`config.mk`:
```
export PLATFORM = sky130hd
export DESIGN_NAME = mbs_checksum
export DESIGN_NICKNAME = d
export VERILOG_FILES = /design/src/hw/mbs_pkg.sv /design/src/hw/mbs_rd_if.sv /design/src/hw/mbs_accum.sv /design/src/hw/mbs_checksum.sv
export SDC_FILE = /design/constraint.sdc
export NUM_CORES = 1
export LEC_CHECK = 0
export BUFFER_PORTS_ARGS = -buffer_cell sky130_fd_sc_hd__buf_4
export CAP_MARGIN = 20
export CORE_ASPECT_RATIO = 1.1
export CORE_UTILIZATION = 28
export CTS_CLUSTER_SIZE = 30
export DETAILED_ROUTE_END_ITERATION = 10
export GPL_ROUTABILITY_DRIVEN = 0
export PLACE_DENSITY = 0.51
export SYNTH_ARGS = -nofsm -noshare
export SYNTH_HDL_FRONTEND = slang
export SYNTH_SLANG_ARGS = --single-unit
```
`constraint.sdc`:
```
create_clock -name ref_clk -period 12.68 [get_ports ref_clk]
set_clock_uncertainty 0.1 [all_clocks]
set_input_delay 1.268 -clock ref_clk [delete_from_list [all_inputs] [get_ports ref_clk]]
set_output_delay 1.268 -clock ref_clk [all_outputs]
set_load 0.005 [all_outputs]
```
`src/hw/mbs_pkg.sv`:
```
package mbs_pkg;
  // ----------------------------------------
  // widths and sizes
  // ----------------------------------------
  localparam int unsigned SUM_W     = 32;
  localparam int unsigned WORD_W    = 32;
  localparam int unsigned BYTE_W    = 8;
  localparam int unsigned CFG_WORDS = 4;
  localparam int unsigned CFG_BYTES = 16;
  localparam int unsigned BYTE_SEL_W = 2;
  localparam int unsigned CFG_SEL_W  = 2;
  localparam int unsigned PROG_BYTES_DEF = 524288;
  localparam int unsigned BOOT_BYTES_DEF = 12288;
  // ----------------------------------------
  // reset values and masks
  // ----------------------------------------
  localparam logic [SUM_W-1:0]  SUM_RST  = 32'h0000_0000;
  localparam logic [SUM_W-1:0]  SUM_ONE  = 32'h0000_0001;
  localparam logic [WORD_W-1:0] MASK_DEF = 32'hffff_ffff;
  // ----------------------------------------
  // sequencer states
  // ----------------------------------------
  typedef enum logic [2:0] {
    MBS_IDLE, MBS_PROG, MBS_BOOT, MBS_CFG, MBS_IDENT, MBS_DONE
  } mbs_state_t;
endpackage : mbs_pkg

```
`src/hw/mbs_rd_if.sv`:
```
`timescale 1ns/1ps
interface mbs_rd_if;
  logic                      word_mode;
  logic [mbs_pkg::WORD_W-1:0] data;
  logic [mbs_pkg::WORD_W-1:0] mask;
  logic                      valid;
  logic                      clear;
  logic [mbs_pkg::SUM_W-1:0]  sum;
  modport acc (input word_mode, data, mask, valid, clear, output sum);
  modport ctl (output word_mode, data, mask, valid, clear, input sum);
endinterface : mbs_rd_if

```
`src/hw/mbs_accum.sv`:
```
`timescale 1ns/1ps
module mbs_accum (
  input wire logic ref_clk,
  input wire logic rst,
  input wire logic ce,
  mbs_rd_if.acc    rd
);
  typedef struct packed {
    logic [mbs_pkg::SUM_W-1:0] sum;
  } mbs_acc_st_t;

  mbs_acc_st_t st_q;
  mbs_acc_st_t st_d;
  logic [mbs_pkg::WORD_W-1:0] masked;
  logic [mbs_pkg::SUM_W-1:0]  byte_add;

  always_comb begin
    st_d     = st_q;
    masked   = rd.data & rd.mask;
    byte_add = mbs_pkg::SUM_RST;
    if (rd.word_mode) begin
      for (int i = 0; i < mbs_pkg::WORD_W / mbs_pkg::BYTE_W; i++) begin
        byte_add = byte_add + {24'h000000, masked[i*8 +: 8]};
      end
    end else begin
      byte_add = {24'h000000, rd.data[7:0]};
    end
    if (rd.clear) st_d.sum = mbs_pkg::SUM_RST;
    else if (rd.valid) st_d.sum = st_q.sum + byte_add;
  end

  always_ff @(posedge ref_clk) begin
    if (rst) st_q <= '{sum: mbs_pkg::SUM_RST};
    else if (ce) st_q <= st_d;
  end
  assign rd.sum = st_q.sum;

  // ----------------------------------------
  // checks
  // ----------------------------------------
  property p_word_add;
    @(posedge ref_clk) disable iff (rst)
    (ce && rd.valid && rd.word_mode && !rd.clear)
      |=> rd.sum == $past(rd.sum) + {24'h0, $past(masked[7:0])}
          + {24'h0, $past(masked[15:8])} + {24'h0, $past(masked[23:16])}
          + {24'h0, $past(masked[31:24])};
  endproperty
  a_word_add: assert property (p_word_add)
    else $error("masked word bytes not added to running sum");
endmodule : mbs_accum

```
`src/hw/mbs_checksum.sv`:
```
// Summary of operation
// every program flash byte is added unsigned into a 32-bit sum.
// every boot flash byte except the config words is added likewise.
// the last 16 boot bytes are the four config words, masked instead.
// each config word is ANDed with its mask and its four bytes summed.
// the identity word is ANDed with its mask and its four bytes summed.
// the checksum is the two's complement of the total of all sums.
// two's complement is invert then add one, carry beyond bit 31 lost.
// a code-protected part reports a checksum of zero.
// masks hold ones on implemented bits and zeros elsewhere.
// all sums wrap mod 2^32 and masks are per-part parameters.
`timescale 1ns/1ps
module mbs_checksum #(
  parameter int unsigned PROG_BYTES = mbs_pkg::PROG_BYTES_DEF,
  parameter int unsigned BOOT_BYTES = mbs_pkg::BOOT_BYTES_DEF,
  // implemented-bit masks, per part
  parameter logic [31:0] CFG0_MASK  = mbs_pkg::MASK_DEF,
  parameter logic [31:0] CFG1_MASK  = mbs_pkg::MASK_DEF,
  parameter logic [31:0] CFG2_MASK  = mbs_pkg::MASK_DEF,
  parameter logic [31:0] CFG3_MASK  = mbs_pkg::MASK_DEF,
  parameter logic [31:0] IDENT_MASK = mbs_pkg::MASK_DEF
) (
  input  wire logic        ref_clk,
  input  wire logic        rst,
  input  wire logic        ce,
  input  wire logic        start,
  input  wire logic        code_protected,
  output logic             mem_req,
  output logic             mem_word,
  output logic [31:0]      mem_index,
  input  wire logic        mem_valid,
  input  wire logic [31:0] mem_data,
  output logic             busy,
  output logic             done,
  output logic [31:0]      checksum
);
  // ----------------------------------------
  // state
  // ----------------------------------------
  typedef struct packed {
    mbs_pkg::mbs_state_t st;
    logic [31:0]         idx;
    logic                req;
    logic                word;
    logic                prot;
    logic                busy;
    logic                done;
    logic [31:0]         cks;
  } mbs_top_st_t;

  mbs_top_st_t s_q;
  mbs_top_st_t s_d;
  mbs_rd_if    rd ();

  localparam logic [31:0] PROG_LAST = 32'(PROG_BYTES - 1);
  localparam logic [31:0] BOOT_LAST =
    32'(BOOT_BYTES - mbs_pkg::CFG_BYTES - 1);
  localparam logic [31:0] CFG_LAST  = 32'(mbs_pkg::CFG_WORDS - 1);

  function automatic logic [31:0] cfg_mask(input logic [31:0] i);
    case (i[1:0])
      2'h0:    cfg_mask = CFG0_MASK;
      2'h1:    cfg_mask = CFG1_MASK;
      2'h2:    cfg_mask = CFG2_MASK;
      default: cfg_mask = CFG3_MASK;
    endcase
  endfunction : cfg_mask

  mbs_accum u_acc (
    .ref_clk (ref_clk),
    .rst     (rst),
    .ce      (ce),
    .rd      (rd)
  );

  // ----------------------------------------
  // sequencer
  // ----------------------------------------
  // one running sum serves all four partial sums: mod 2^32 addition is
  // associative, so the total is identical and area is a quarter
  always_comb begin
    s_d          = s_q;
    rd.clear     = 1'b0;
    rd.valid     = 1'b0;
    rd.word_mode = s_q.word;
    rd.data      = mem_data;
    rd.mask      = (s_q.st == mbs_pkg::MBS_IDENT) ? IDENT_MASK
                                                  : cfg_mask(s_q.idx);
    s_d.done     = 1'b0;
    case (s_q.st)
      mbs_pkg::MBS_IDLE: begin
        if (start) begin
          rd.clear = 1'b1;
          s_d.prot = code_protected;
          s_d.st   = mbs_pkg::MBS_PROG;
          s_d.idx  = mbs_pkg::SUM_RST;
          s_d.req  = 1'b1;
          s_d.word = 1'b0;
          s_d.busy = 1'b1;
        end
      end
      mbs_pkg::MBS_PROG, mbs_pkg::MBS_BOOT,
      mbs_pkg::MBS_CFG, mbs_pkg::MBS_IDENT: begin
        if (mem_valid) begin
          rd.valid = 1'b1;
          s_d.idx  = s_q.idx + mbs_pkg::SUM_ONE;
          if (s_q.st == mbs_pkg::MBS_PROG && s_q.idx == PROG_LAST) begin
            s_d.st  = mbs_pkg::MBS_BOOT;
            s_d.idx = mbs_pkg::SUM_RST;
          end else if (s_q.st == mbs_pkg::MBS_BOOT &&
                       s_q.idx == BOOT_LAST) begin
            s_d.st   = mbs_pkg::MBS_CFG;
            s_d.idx  = mbs_pkg::SUM_RST;
            s_d.word = 1'b1;
          end else if (s_q.st == mbs_pkg::MBS_CFG &&
                       s_q.idx == CFG_LAST) begin
            s_d.st  = mbs_pkg::MBS_IDENT;
            s_d.idx = mbs_pkg::SUM_RST;
          end else if (s_q.st == mbs_pkg::MBS_IDENT) begin
            s_d.st  = mbs_pkg::MBS_DONE;
            s_d.req = 1'b0;
          end
        end
      end
      mbs_pkg::MBS_DONE: begin
        // invert and add one, carry dropped
        s_d.cks  = s_q.prot ? mbs_pkg::SUM_RST
                            : (~rd.sum + mbs_pkg::SUM_ONE);
        s_d.done = 1'b1;
        s_d.busy = 1'b0;
        s_d.word = 1'b0;
        s_d.st   = mbs_pkg::MBS_IDLE;
      end
      default: s_d.st = mbs_pkg::MBS_IDLE;
    endcase
  end

  always_ff @(posedge ref_clk) begin
    if (rst) begin
      s_q <= '{st: mbs_pkg::MBS_IDLE, idx: mbs_pkg::SUM_RST, req: 1'b0,
               word: 1'b0, prot: 1'b0,
               busy: 1'b0, done: 1'b0, cks: mbs_pkg::SUM_RST};
    end else if (ce) begin
      s_q <= s_d;
    end
  end

  assign mem_req   = s_q.req;
  assign mem_word  = s_q.word;
  assign mem_index = s_q.idx;
  assign busy      = s_q.busy;
  assign done      = s_q.done;
  assign checksum  = s_q.cks;

  // ----------------------------------------
  // checks
  // ----------------------------------------
  property p_prot_zero;
    @(posedge ref_clk) disable iff (rst)
    (ce && s_q.st == mbs_pkg::MBS_DONE && s_q.prot) |=> checksum == 32'h0;
  endproperty
  a_prot_zero: assert property (p_prot_zero)
    else $error("protected part gave nonzero checksum");

  property p_twos;
    @(posedge ref_clk) disable iff (rst)
    (ce && s_q.st == mbs_pkg::MBS_DONE && !s_q.prot)
      |=> checksum + $past(rd.sum) == 32'h0;
  endproperty
  a_twos: assert property (p_twos)
    else $error("checksum not twos complement of total");

  property p_cfg_entry;
    @(posedge ref_clk) disable iff (rst)
    (ce && mem_valid && s_q.st == mbs_pkg::MBS_BOOT && s_q.idx == BOOT_LAST)
      |=> mem_word && s_q.st == mbs_pkg::MBS_CFG;
  endproperty
  a_cfg_entry: assert property (p_cfg_entry)
    else $error("config words not entered after boot bytes");

  property p_byte_add;
    @(posedge ref_clk) disable iff (rst)
    (ce && rd.valid && !rd.word_mode && !rd.clear)
      |=> rd.sum == $past(rd.sum) + {24'h0, $past(mem_data[7:0])};
  endproperty
  a_byte_add: assert property (p_byte_add)
    else $error("byte not added to running sum");

  property p_done_pulse;
    @(posedge ref_clk) disable iff (rst)
    (ce && done) |=> !done;
  endproperty
  a_done_pulse: assert property (p_done_pulse)
    else $error("done held longer than one cycle");

  property p_start_take;
    @(posedge ref_clk) disable iff (rst)
    (ce && s_q.st == mbs_pkg::MBS_IDLE && start)
      |=> busy && mem_req && !mem_word && mem_index == mbs_pkg::SUM_RST;
  endproperty
  a_start_take: assert property (p_start_take)
    else $error("run did not open on program byte zero");

  property p_prot_capture;
    @(posedge ref_clk) disable iff (rst)
    (ce && s_q.st == mbs_pkg::MBS_IDLE && start)
      |=> s_q.prot == $past(code_protected);
  endproperty
  a_prot_capture: assert property (p_prot_capture)
    else $error("protection state not captured at start");

  property p_boot_entry;
    @(posedge ref_clk) disable iff (rst)
    (ce && mem_valid && s_q.st == mbs_pkg::MBS_PROG && s_q.idx == PROG_LAST)
      |=> s_q.st == mbs_pkg::MBS_BOOT && !mem_word
          && mem_index == mbs_pkg::SUM_RST;
  endproperty
  a_boot_entry: assert property (p_boot_entry)
    else $error("boot bytes not entered after program bytes");

  property p_ident_entry;
    @(posedge ref_clk) disable iff (rst)
    (ce && mem_valid && s_q.st == mbs_pkg::MBS_CFG && s_q.idx == CFG_LAST)
      |=> s_q.st == mbs_pkg::MBS_IDENT && mem_word
          && mem_index == mbs_pkg::SUM_RST;
  endproperty
  a_ident_entry: assert property (p_ident_entry)
    else $error("identity word not entered after config words");

  property p_ident_last;
    @(posedge ref_clk) disable iff (rst)
    (ce && mem_valid && s_q.st == mbs_pkg::MBS_IDENT)
      |=> !mem_req && s_q.st == mbs_pkg::MBS_DONE;
  endproperty
  a_ident_last: assert property (p_ident_last)
    else $error("reads not closed after identity word");
endmodule : mbs_checksum

```
### Yosys cells after proc, flatten, opt, wreduce, memory -nomap -nowiden

Cells that the tools add are included.

* bits in registers: 104
* input port bits: 38
* output and inout port bits: 68
* word-level logic and storage cells: 74

* $add $sub $neg: 6
* equal/unequal tests: 16
* multiplexer cells: 25
* bitwise logic cells: 1
* reduce and logical (&&, ||, !) cells: 17

Operators with widths (number)
* 32-bit 2-to-1 mux: 5
* 35-bit 2-to-1 mux: 2
* 33-bit one-hot mux with 2 select lines: 1
* 32-bit by 1-bit adder with 32-bit output, second input constant: 2
* 32-bit by 8-bit adder with 32-bit output: 2
* 39-bit 2-to-1 mux: 1
* 37-bit 2-to-1 mux: 1
* 33-bit 2-to-1 mux: 1
* 32-bit adder: 1
* 32-bit by 14-bit equality test with 1-bit output, second input constant: 1
* 32-bit by 19-bit equality test with 1-bit output, second input constant: 1
* 32-bit by 2-bit equality test with 1-bit output, second input constant: 1
* 32-bit inverter: 1
* 2-bit inequality test, second input constant: 7
* 8-bit by 8-bit adder with 9-bit output: 1
* 1-bit 2-to-1 mux: 8
* 4-bit AND reduction: 2
* 8-bit AND reduction: 1
* 3-bit by 2-bit equality test with 1-bit output, second input constant: 2
* 3-bit equality test, second input constant: 2
* 3-bit 2-to-1 mux: 2
* 3-bit one-hot mux with 2 select lines: 1
* 3-bit AND reduction: 2
* 6-bit AND reduction: 1
* 11 further kinds: 16

### Depth between registers and ports, before layout

Gate-level depths: netlist (run 1).

* depth in word-level cells: 7
* mapped depth: 23
* gate-level depth less buffers: 22

### Cells and area by module

From an unflattened synthesis (run 1), not the netlist that was laid out.

* cells, all modules: 877
* area, all modules: 7262.0 um^2

By module, submodules not included
* mbs_checksum: times used 1, cells an instance 533, area an instance 4355.4 um^2, sequential area each 1441.4 um^2
* mbs_accum: times used 1, cells an instance 344, area an instance 2906.5 um^2, sequential area each 640.6 um^2

### Least setup slack after synthesis (run 1)

No wires, ideal clock.

* path kind: input -> register
* start point: input port mem_data[0]
* end point: register u_acc.st_q, in the netlist u_acc.rd.sum[27]
* setup time: 0.129 ns
* arrival time: 5.723 ns
* data required time: 12.451 ns
* path slack: 6.727 ns
* stages on the path: 21
* path buffers: 1
* path through: ha_1 inv_1 fa_1 xor2_1 fa_1 inv_1 ha_1 a21o_1 a21oi_1 o21ai_0 a2111oi_0 nor3_1 mux2i_1 ha_1 and3_1 and3_1 a211oi_1 and2_0 clkbuf_1 nor4_1 mux2i_1

* longest elaborated chain between the ends: 7

RTL lines
* start, declared: RTL line mbs_checksum.sv:32 `input wire logic [31:0] mem_data,`
* 8-bit by 8-bit adder with 9-bit output: RTL line mbs_accum.sv:23 `byte_add = byte_add + {24'h000000, masked[i*8 +: 8]};`
* 32-bit by 8-bit adder with 32-bit output (2 in a row): RTL line mbs_accum.sv:23
* 32-bit 2-to-1 mux *: RTL line mbs_accum.sv:21 `if (rd.word_mode) begin`
* 32-bit adder *: RTL line mbs_accum.sv:29 `else if (rd.valid) st_d.sum = st_q.sum + byte_add;`
* 32-bit 2-to-1 mux *: RTL line mbs_accum.sv:29
* 32-bit 2-to-1 mux *: RTL line mbs_accum.sv:28 `if (rd.clear) st_d.sum = mbs_pkg::SUM_RST;`
* end signal, assigned: RTL line mbs_accum.sv:33 `if (rst) st_q <= '{sum: mbs_pkg::SUM_RST};`
* end signal, assigned: RTL line mbs_accum.sv:34 `else if (ce) st_q <= st_d;`
* end, declared: RTL line mbs_accum.sv:12 `mbs_acc_st_t st_q;`

Every way passes the cells marked *; elsewhere a longest branch is shown, timed or not. The select of a mux whose other input is x is not followed.
A chain may end at the register's enable or synchronous reset.

### Final worst setup path (run 1)

* start point: input port mem_data[0]
* end point: register u_acc.st_q, in the netlist u_acc.rd.sum[29]

The elaborated chain is that of the path after synthesis.

==> flow_summary_export.csv, run 1 <==
group,metric,value,unit
clocking,clock_sinks,104,
logic_synthesis,synthFlopType,"dfxtp_1",
sta,relSlewSlack,0.366,
detailed_routing,dr.pass1.iters,4,
setup_path,crit_required,12.85,ns
detailed_routing,routed_via_density,4.83,
setup_path,critPathMaxFanout,8,
global_route,antenna_found_initial,0,
floorplanning,dieArea,25900,um2
finish,layout.nets,963,
worst_hold_path,min_to,"checksum[6]",
setup_path,timing.rr.end,"u_acc.rd.sum[30]",
clocking,htree_levels,3,
setup_path,cp-start-kind,"input port",
finish,num_antenna_cells,0,
setup_path,cpMaxStageDelayCell,"fa_1",
outcome,status,"complete, no violations",
clocking,cts_resized,0,
logic_synthesis,yosysWarnings,0,
finish,nFillCells,2670,
power,leakagePower,3.26,nW
logic_synthesis,synthArstFlopShare,0,
global_route,grt_usage,0.133,
placed_design,placed_cells,1184,
finish,area_growth,11.8,%
logic_synthesis,synth_seq_area_share,0.294,
detailed_routing,detail_route.wl_per_cell,14.3,um
clocking,worstSkewPairLatency,0.35,ns
worst_hold_path,min_from,"checksum[6]",
sta,fin_crit_sh,0.474,
clocking,cts_root_buf,"clkbuf_16",
setup_path,worstSetupPathType,"in2reg",
detailed_routing,ant_nets,0,
power,max-vdd-ir-drop,0.0621,mV
placed_design,dp_hpwl,12.8,mm
detailed_routing,vias,5799,
setup_path,slowest_delay,0.53,ns
setup_path,worstReg2RegStart,"mem_word",
sta,hold_violations,0,
logic_synthesis,synth_largest_area_cell,"dfxtp_1",
floorplanning,ios,106,
setup_path,critPathMostFrequentCell,"ha_1",
sta,worst_pin_slew,0.952,ns
logic_synthesis,synth_area,7090,um2
floorplanning,die_h,169,um
logic_synthesis,synth_seq_cells,104,
sta,rsz0062_at_grt,"no",
floorplanning,row_count,60,
logic_synthesis,ys_types,70,
clocking,cts_setup_buffers,0,
logic_synthesis,synthCells,870,
power,finalPower,0.000781,W
setup_path,path_cells,"buf_4 -> ha_1 -> inv_1 -> fa_1 -> xor2_1 -> fa_1 -> inv_1 -> ha_1 -> a21o_1 -> a21oi_1 -> o21ai_0 -> a2111oi_0 -> nor3_1 -> mux2i_1 -> ha_1 -> and3_1 -> and3_1 -> a211oi_1 -> buf_4 -> and2_0 -> or4_1 -> a21oi_1",
setup_path,critPathArrivalTime,6.18,ns
clocking,clk_path_buf_depth,2,
detailed_routing,drt_iter0_drc,296,
sta,slew_viol_final,0,
setup_path,worst-r2r-setup-slack,9.26,ns
placed_design,portBuffers,105,
global_route,grt-ovfl-total,0,
global_route,grt_pass1_vias,5387,
clocking,cts_tree,"built",
sta,fmax,167,MHz
logic_synthesis,syn_avg_cell_area,8.14,um2
power,pwr_density_cell,98.6,nW/um2
setup_path,crit_buf_inv,4,
setup_path,critPathCaptureType,"flop",
run,maxCapViolCount,0,
detailed_routing,wirelength,17.1,mm
worst_hold_path,hold_path.class,"reg2reg",
floorplanning,initial_core_util,0.288,
clocking,cts_buffers,9,
worst_hold_path,whs_path_depth,1,
sta,tns,0,ns
clocking,ctsHoldBuffers,0,
logic_synthesis,synth_fp_nets,948,
finish,fin_cells,1200,
clocking,clkSlewWorstSetupHoldPaths,0.08,ns
global_route,grt_pass1_wl,28.2,mm
setup_path,critical_path.top_delay_family,"adder cells",
floorplanning,die-width,154,um
setup_path,r2r_cells,12,
sta,setup_violations,0,
logic_synthesis,synth_area_leaders,"dfxtp_1, buf_4, xnor2_1",
detailed_routing,drc,0,
global_route,grt_max_degree,41,
finish,layout-drive-gt1-share,0.166,
logic_synthesis,synth_top_area_frac,0.294,
sta,fin_crit,6.01,ns
logic_synthesis,synth_enable_flop_cells,0,
floorplanning,design.core.area,24600,um2
-- routing by layer --
metal	up-vias	part of all wire	track usage
met1	2672	0.49	0.182
met4	0	0.0079	0.0283
met3	10	0.035	0.0233
met5	-	0	0
met2	87	0.47	0.219
li1	3030	-	-
-- kinds of logic (layout without fill, tap and decap cells) --
logic type / after synthesis / after routing / share of synthesized area
flip-flops: 104 / 104 / 0.294
AO/OA/AOI/OAI: 156 / 156 / 0.156
multiplexers: 13 / 13 / 0.0189
buffers and inverters: 164 / 184 / 0.125
XOR/XNOR: 69 / 69 / 0.0853
AND/OR/NAND/NOR: 324 / 324 / 0.239
adder cells (fa/ha/maj): 40 / 40 / 0.0823
-- cell usage after synthesis, types with 6 or more instances --
library cell and instances:
o211ai_1 7, inv_1 57, nor4_1 25, nor2_1 75, nor3_1 29, dfxtp_1 104
nor2b_1 12, buf_4 64, clkbuf_1 34, xnor2_1 50, a211oi_1 9, a21oi_1 30
or4_1 7, and3_1 12, nand2_1 62, nand4_1 16, a22o_1 30, fa_1 11
o21ai_0 27, a21o_1 12, nand3_1 30, mux2i_1 10, xor2_1 19, ha_1 29
nand2b_1 15, o31ai_1 8, or3_1 6
-- metrics by stage --
stage               instance area (um2)  worst slack (ns)  utilization  hold slack (ns)
floorplan                          7090              6.73            -            0.337
global placement                   7650              6.41        0.311            0.358
detailed placement                 7650              6.35        0.311            0.358
CTS                                7920              6.69        0.322            0.376
global route                       7920              6.25        0.322            0.397
finish                             7920              6.67        0.322            0.372
-- final cells by class --
class	instances	area [um2]	area share
timing repair buffer	111	833	0.105
sequential	104	2080	0.263
clock inverter	6	43.8	0.00553
multi-input combinational	602	4130	0.522
tap	310	388	0.0490
clock buffer	10	229	0.0289
inverter	57	214	0.0270
-- sequential cells by signal, indices dropped and copies added (netlist names) --
register,cells
s_q,4
busy,1
u_acc.rd.sum,32
mem_index,32
mem_req,1
checksum,32
mem_word,1
done,1
-- layout by cell type (no fill, tap or decap), types with 3 or more instances in the layout --
cell type	netlist	routed
o21ai_0	27	27
xnor2_1	50	50
or4_1	7	7
nor2b_1	12	11
and4_1	3	3
and2_1	3	3
and3_1	12	12
mux2i_1	10	10
mux2_2	3	3
a21boi_0	4	4
a21oi_1	30	29
nand4b_1	3	3
a211oi_1	9	9
o31ai_1	8	8
nor3_1	29	28
or3_1	6	6
nand4_1	16	16
a22o_1	30	30
a21o_1	12	12
nand2_1	62	62
nand3_1	30	30
nand3b_1	4	4
xor2_1	19	19
a31oi_1	4	4
nand2b_1	15	15
nor2_1	75	75
buf_4	64	111
fa_1	11	11
nor4_1	25	25
nor4b_1	4	4
a22oi_1	3	3
inv_1	57	57
ha_1	29	29
o21a_1	4	4
o211ai_1	7	7
clkbuf_16	0	9
dfxtp_1	104	104
-- report_power, final --
group | switching [W] | internal [W] | leakage (nW)
combinational | 0.000102 | 0.0000814 | 2.29
clock | 0.000129 | 0.000134 | 0.133
sequential | 0.00000457 | 0.000329 | 0.838
total | 0.000236 | 0.000545 | 3.26
-- worst max path at each step --
stage	from	to	slack, ns	cells after the start
2_1_floorplan	mem_data[0]	u_acc.rd.sum[27]	6.73	21
3_3_place_gp	mem_data[0]	u_acc.rd.sum[29]	6.41	22
3_5_place_dp	mem_data[0]	u_acc.rd.sum[29]	6.35	22
4_1_cts	mem_data[0]	u_acc.rd.sum[29]	6.69	22
5_1_grt	mem_data[0]	u_acc.rd.sum[29]	6.25	22
6_report	mem_data[0]	u_acc.rd.sum[29]	6.67	22
Note: power is estimated with default switching activity, not from simulation.
==> inputs of run 2 (changes only) <==
- ABC_AREA: default -> 1
- clock period: 12.68 -> 5.7 ns (I/O delays scaled with it)
==> run 2 against run 1 <==
Against the previous run:
- combinational power increased to 8.0 times the previous value
- global-route usage increased by 2.9 points
- total power increased to 3.8 times the previous value
- register-to-register slack got worse by 6.8 ns
- synthesized cell count increased by 49%
- sequential share of layout area decreased by 3.2 points
- clock power increased by 150%
- worst hold slack got worse by 0.021 ns
- highest routed layer unchanged
==> flow_summary_export.csv, run 2 <==
group,metric,value,unit
setup_path,critPathArrivalTime,4.83,ns
logic_synthesis,synthMostInstantiatedCell,"nand2_1",
sta,fin_crit_sh,0.822,
detailed_routing,dr.pass1.iters,5,
logic_synthesis,synth_top_cells_by_count,"nand2_1, nor2_1, inv_1",
finish,layout_commonest_cell,"nand2_1",
floorplanning,initial_core_util,0.287,
clocking,ctsHoldBuffers,0,
sta,fin_crit,4.69,ns
logic_synthesis,synthCells,1292,
detailed_routing,drc,0,
detailed_routing,drt_iter0_drc,486,
floorplanning,die-width,164,um
floorplanning,ios,106,
setup_path,critPathMaxFanout,6,
clocking,cts_tree,"built",
logic_synthesis,synth_fp_nets,1370,
run,maxCapViolCount,0,
finish,layout.nets,1398,
global_route,grt-ovfl-total,0,
finish,layout-drive-gt1-share,0.118,
clocking,cts_buffers,9,
global_route,grt_pass1_wl,38.2,mm
power,max-vdd-ir-drop,0.184,mV
logic_synthesis,yosysWarnings,0,
logic_synthesis,synth_area,8050,um2
floorplanning,design.core.area,28000,um2
sta,tns,0,ns
sta,relSlewSlack,0.578,
logic_synthesis,synth_area_leaders,"dfxtp_1, nand2_1, nor2_1",
sta,setup_violations,0,
placed_design,portBuffers,105,
placed_design,dp_hpwl,18.6,mm
finish,area_growth,11.9,%
detailed_routing,vias,7789,
sta,worst_pin_slew,0.633,ns
global_route,grt_usage,0.162,
global_route,antenna_found_initial,0,
setup_path,worstReg2RegStart,"mem_word",
logic_synthesis,synthArstFlopShare,0,
setup_path,critPathCaptureType,"flop",
logic_synthesis,ys_types,44,
logic_synthesis,syn_avg_cell_area,6.23,um2
outcome,status,"complete, no violations",
floorplanning,dieArea,29400,um2
clocking,worstSkewPairLatency,0.36,ns
logic_synthesis,synth_top_area_frac,0.259,
logic_synthesis,synth_seq_cells,104,
global_route,grt_max_degree,56,
power,leakagePower,4.09,nW
sta,fmax,213,MHz
floorplanning,die_h,180,um
sta,setup_slack,1.01,ns
sta,hold_violations,0,
finish,num_antenna_cells,0,
setup_path,cp-start-kind,"input port",
clocking,cts_resized,0,
placed_design,placed_cells,1671,
finish,final_core_util,0.321,
sta,rsz0062_at_grt,"no",
sta,slew_viol_final,0,
worst_hold_path,hold_path.class,"reg2reg",
logic_synthesis,synth_largest_area_cell,"dfxtp_1",
finish,fin_cells,1688,
placed_design,place_ws,0.612,ns
clocking,clkSlewWorstSetupHoldPaths,0.07,ns
worst_hold_path,min_from,"checksum[9]",
clocking,clock_sinks,104,
logic_synthesis,synthFlopType,"dfxtp_1",
floorplanning,row_count,64,
clocking,cts_root_buf,"clkbuf_16",
logic_synthesis,synth_enable_flop_cells,0,
detailed_routing,routed_via_density,4.61,
setup_path,crit_path_start,"mem_data[0]",
setup_path,crit_required,5.84,ns
detailed_routing,detail_route.wl_per_cell,13.9,um
clocking,clk_path_buf_depth,2,
finish,mostFrequentLayoutCells,"nand2_1, nor2_1, inv_1, buf_4, dfxtp_1",
clocking,htree_levels,3,
power,pwr_density_cell,332,nW/um2
logic_synthesis,synth_seq_area_share,0.259,
detailed_routing,wirelength,23.5,mm
setup_path,worstSetupPathType,"in2reg",
clocking,cts_setup_buffers,0,
detailed_routing,ant_nets,0,
global_route,grt_pass1_vias,7397,
-- run 2: logic make-up after synthesis --
logic type	Yosys count	share of synthesized area
and+or+nand+nor	698	0.373
buffers and inverters	267	0.161
AOI/OAI and AO/OA	153	0.102
DFF	104	0.259
adders and majority gates	40	0.0725
xor gates and xnor gates	29	0.0316
muxes	1	0.00124
-- run 2: report_power, final --
part,switching [W],leakage (nW),total [W],internal [W]
sequential,0.0000754,0.840,0.000858,0.000782
combinational,0.00100,3.10,0.00148,0.000475
clock,0.000300,0.143,0.000657,0.000357
-- run 2: worst paths after layout --
path,endpoint,cells past startpoint,slack (ns)
worst max-delay path,u_acc.rd.sum[10],23,1.01
worst min-delay path,checksum[9],2,0.35
worst max register to register,u_acc.rd.sum[24],14,2.50
worst min register to register,checksum[9],2,0.35
-- run 2: layout make-up --
type                    count  area [um2]
clock buffers              11         243
clock inverters             5        62.6
fillers                  3210       19000
inverters                 176         661
multi-input cells         921        4680
flip-flops and latches    104        2080
well taps                 363         454
repair buffers            108         831
-- run 2: critical path, stage by stage --
cell     delay, ns
buf_4         0.09
ha_1          0.16
inv_1         0.06
fa_1          0.40
o21ai_0       0.32
nand2_1       0.09
nand2_1       0.08
a21oi_1       0.08
xor2_1        0.16
fa_1          0.49
inv_1         0.04
ha_1          0.39
a21oi_1       0.10
o31a_1        0.24
a21oi_1       0.24
ha_1          0.34
a21oi_1       0.20
o21a_1        0.14
nand3_1       0.18
nand2_1       0.15
inv_1         0.09
o21ai_0       0.15
a21oi_1       0.06
-- run 2: metal layers --
metal  global-route usage  wire [um]  share of wire
met2                0.280      11600           0.49
met5                    0          0              0
met1                0.205      10600           0.45
met4               0.0467        405          0.017
met3               0.0258        891          0.038
-- run 2: through the flow --
step	instance area (um2)	power (W)	hold slack, ns
6_report	9010	0.00299	0.350
5_1_grt	9010	0.00327	0.376
4_1_cts	8980	0.00301	0.356
3_5_place_dp	8680	0.00234	0.343
3_3_place_gp	8680	0.00233	0.340
2_1_floorplan	8050	0.00198	0.327
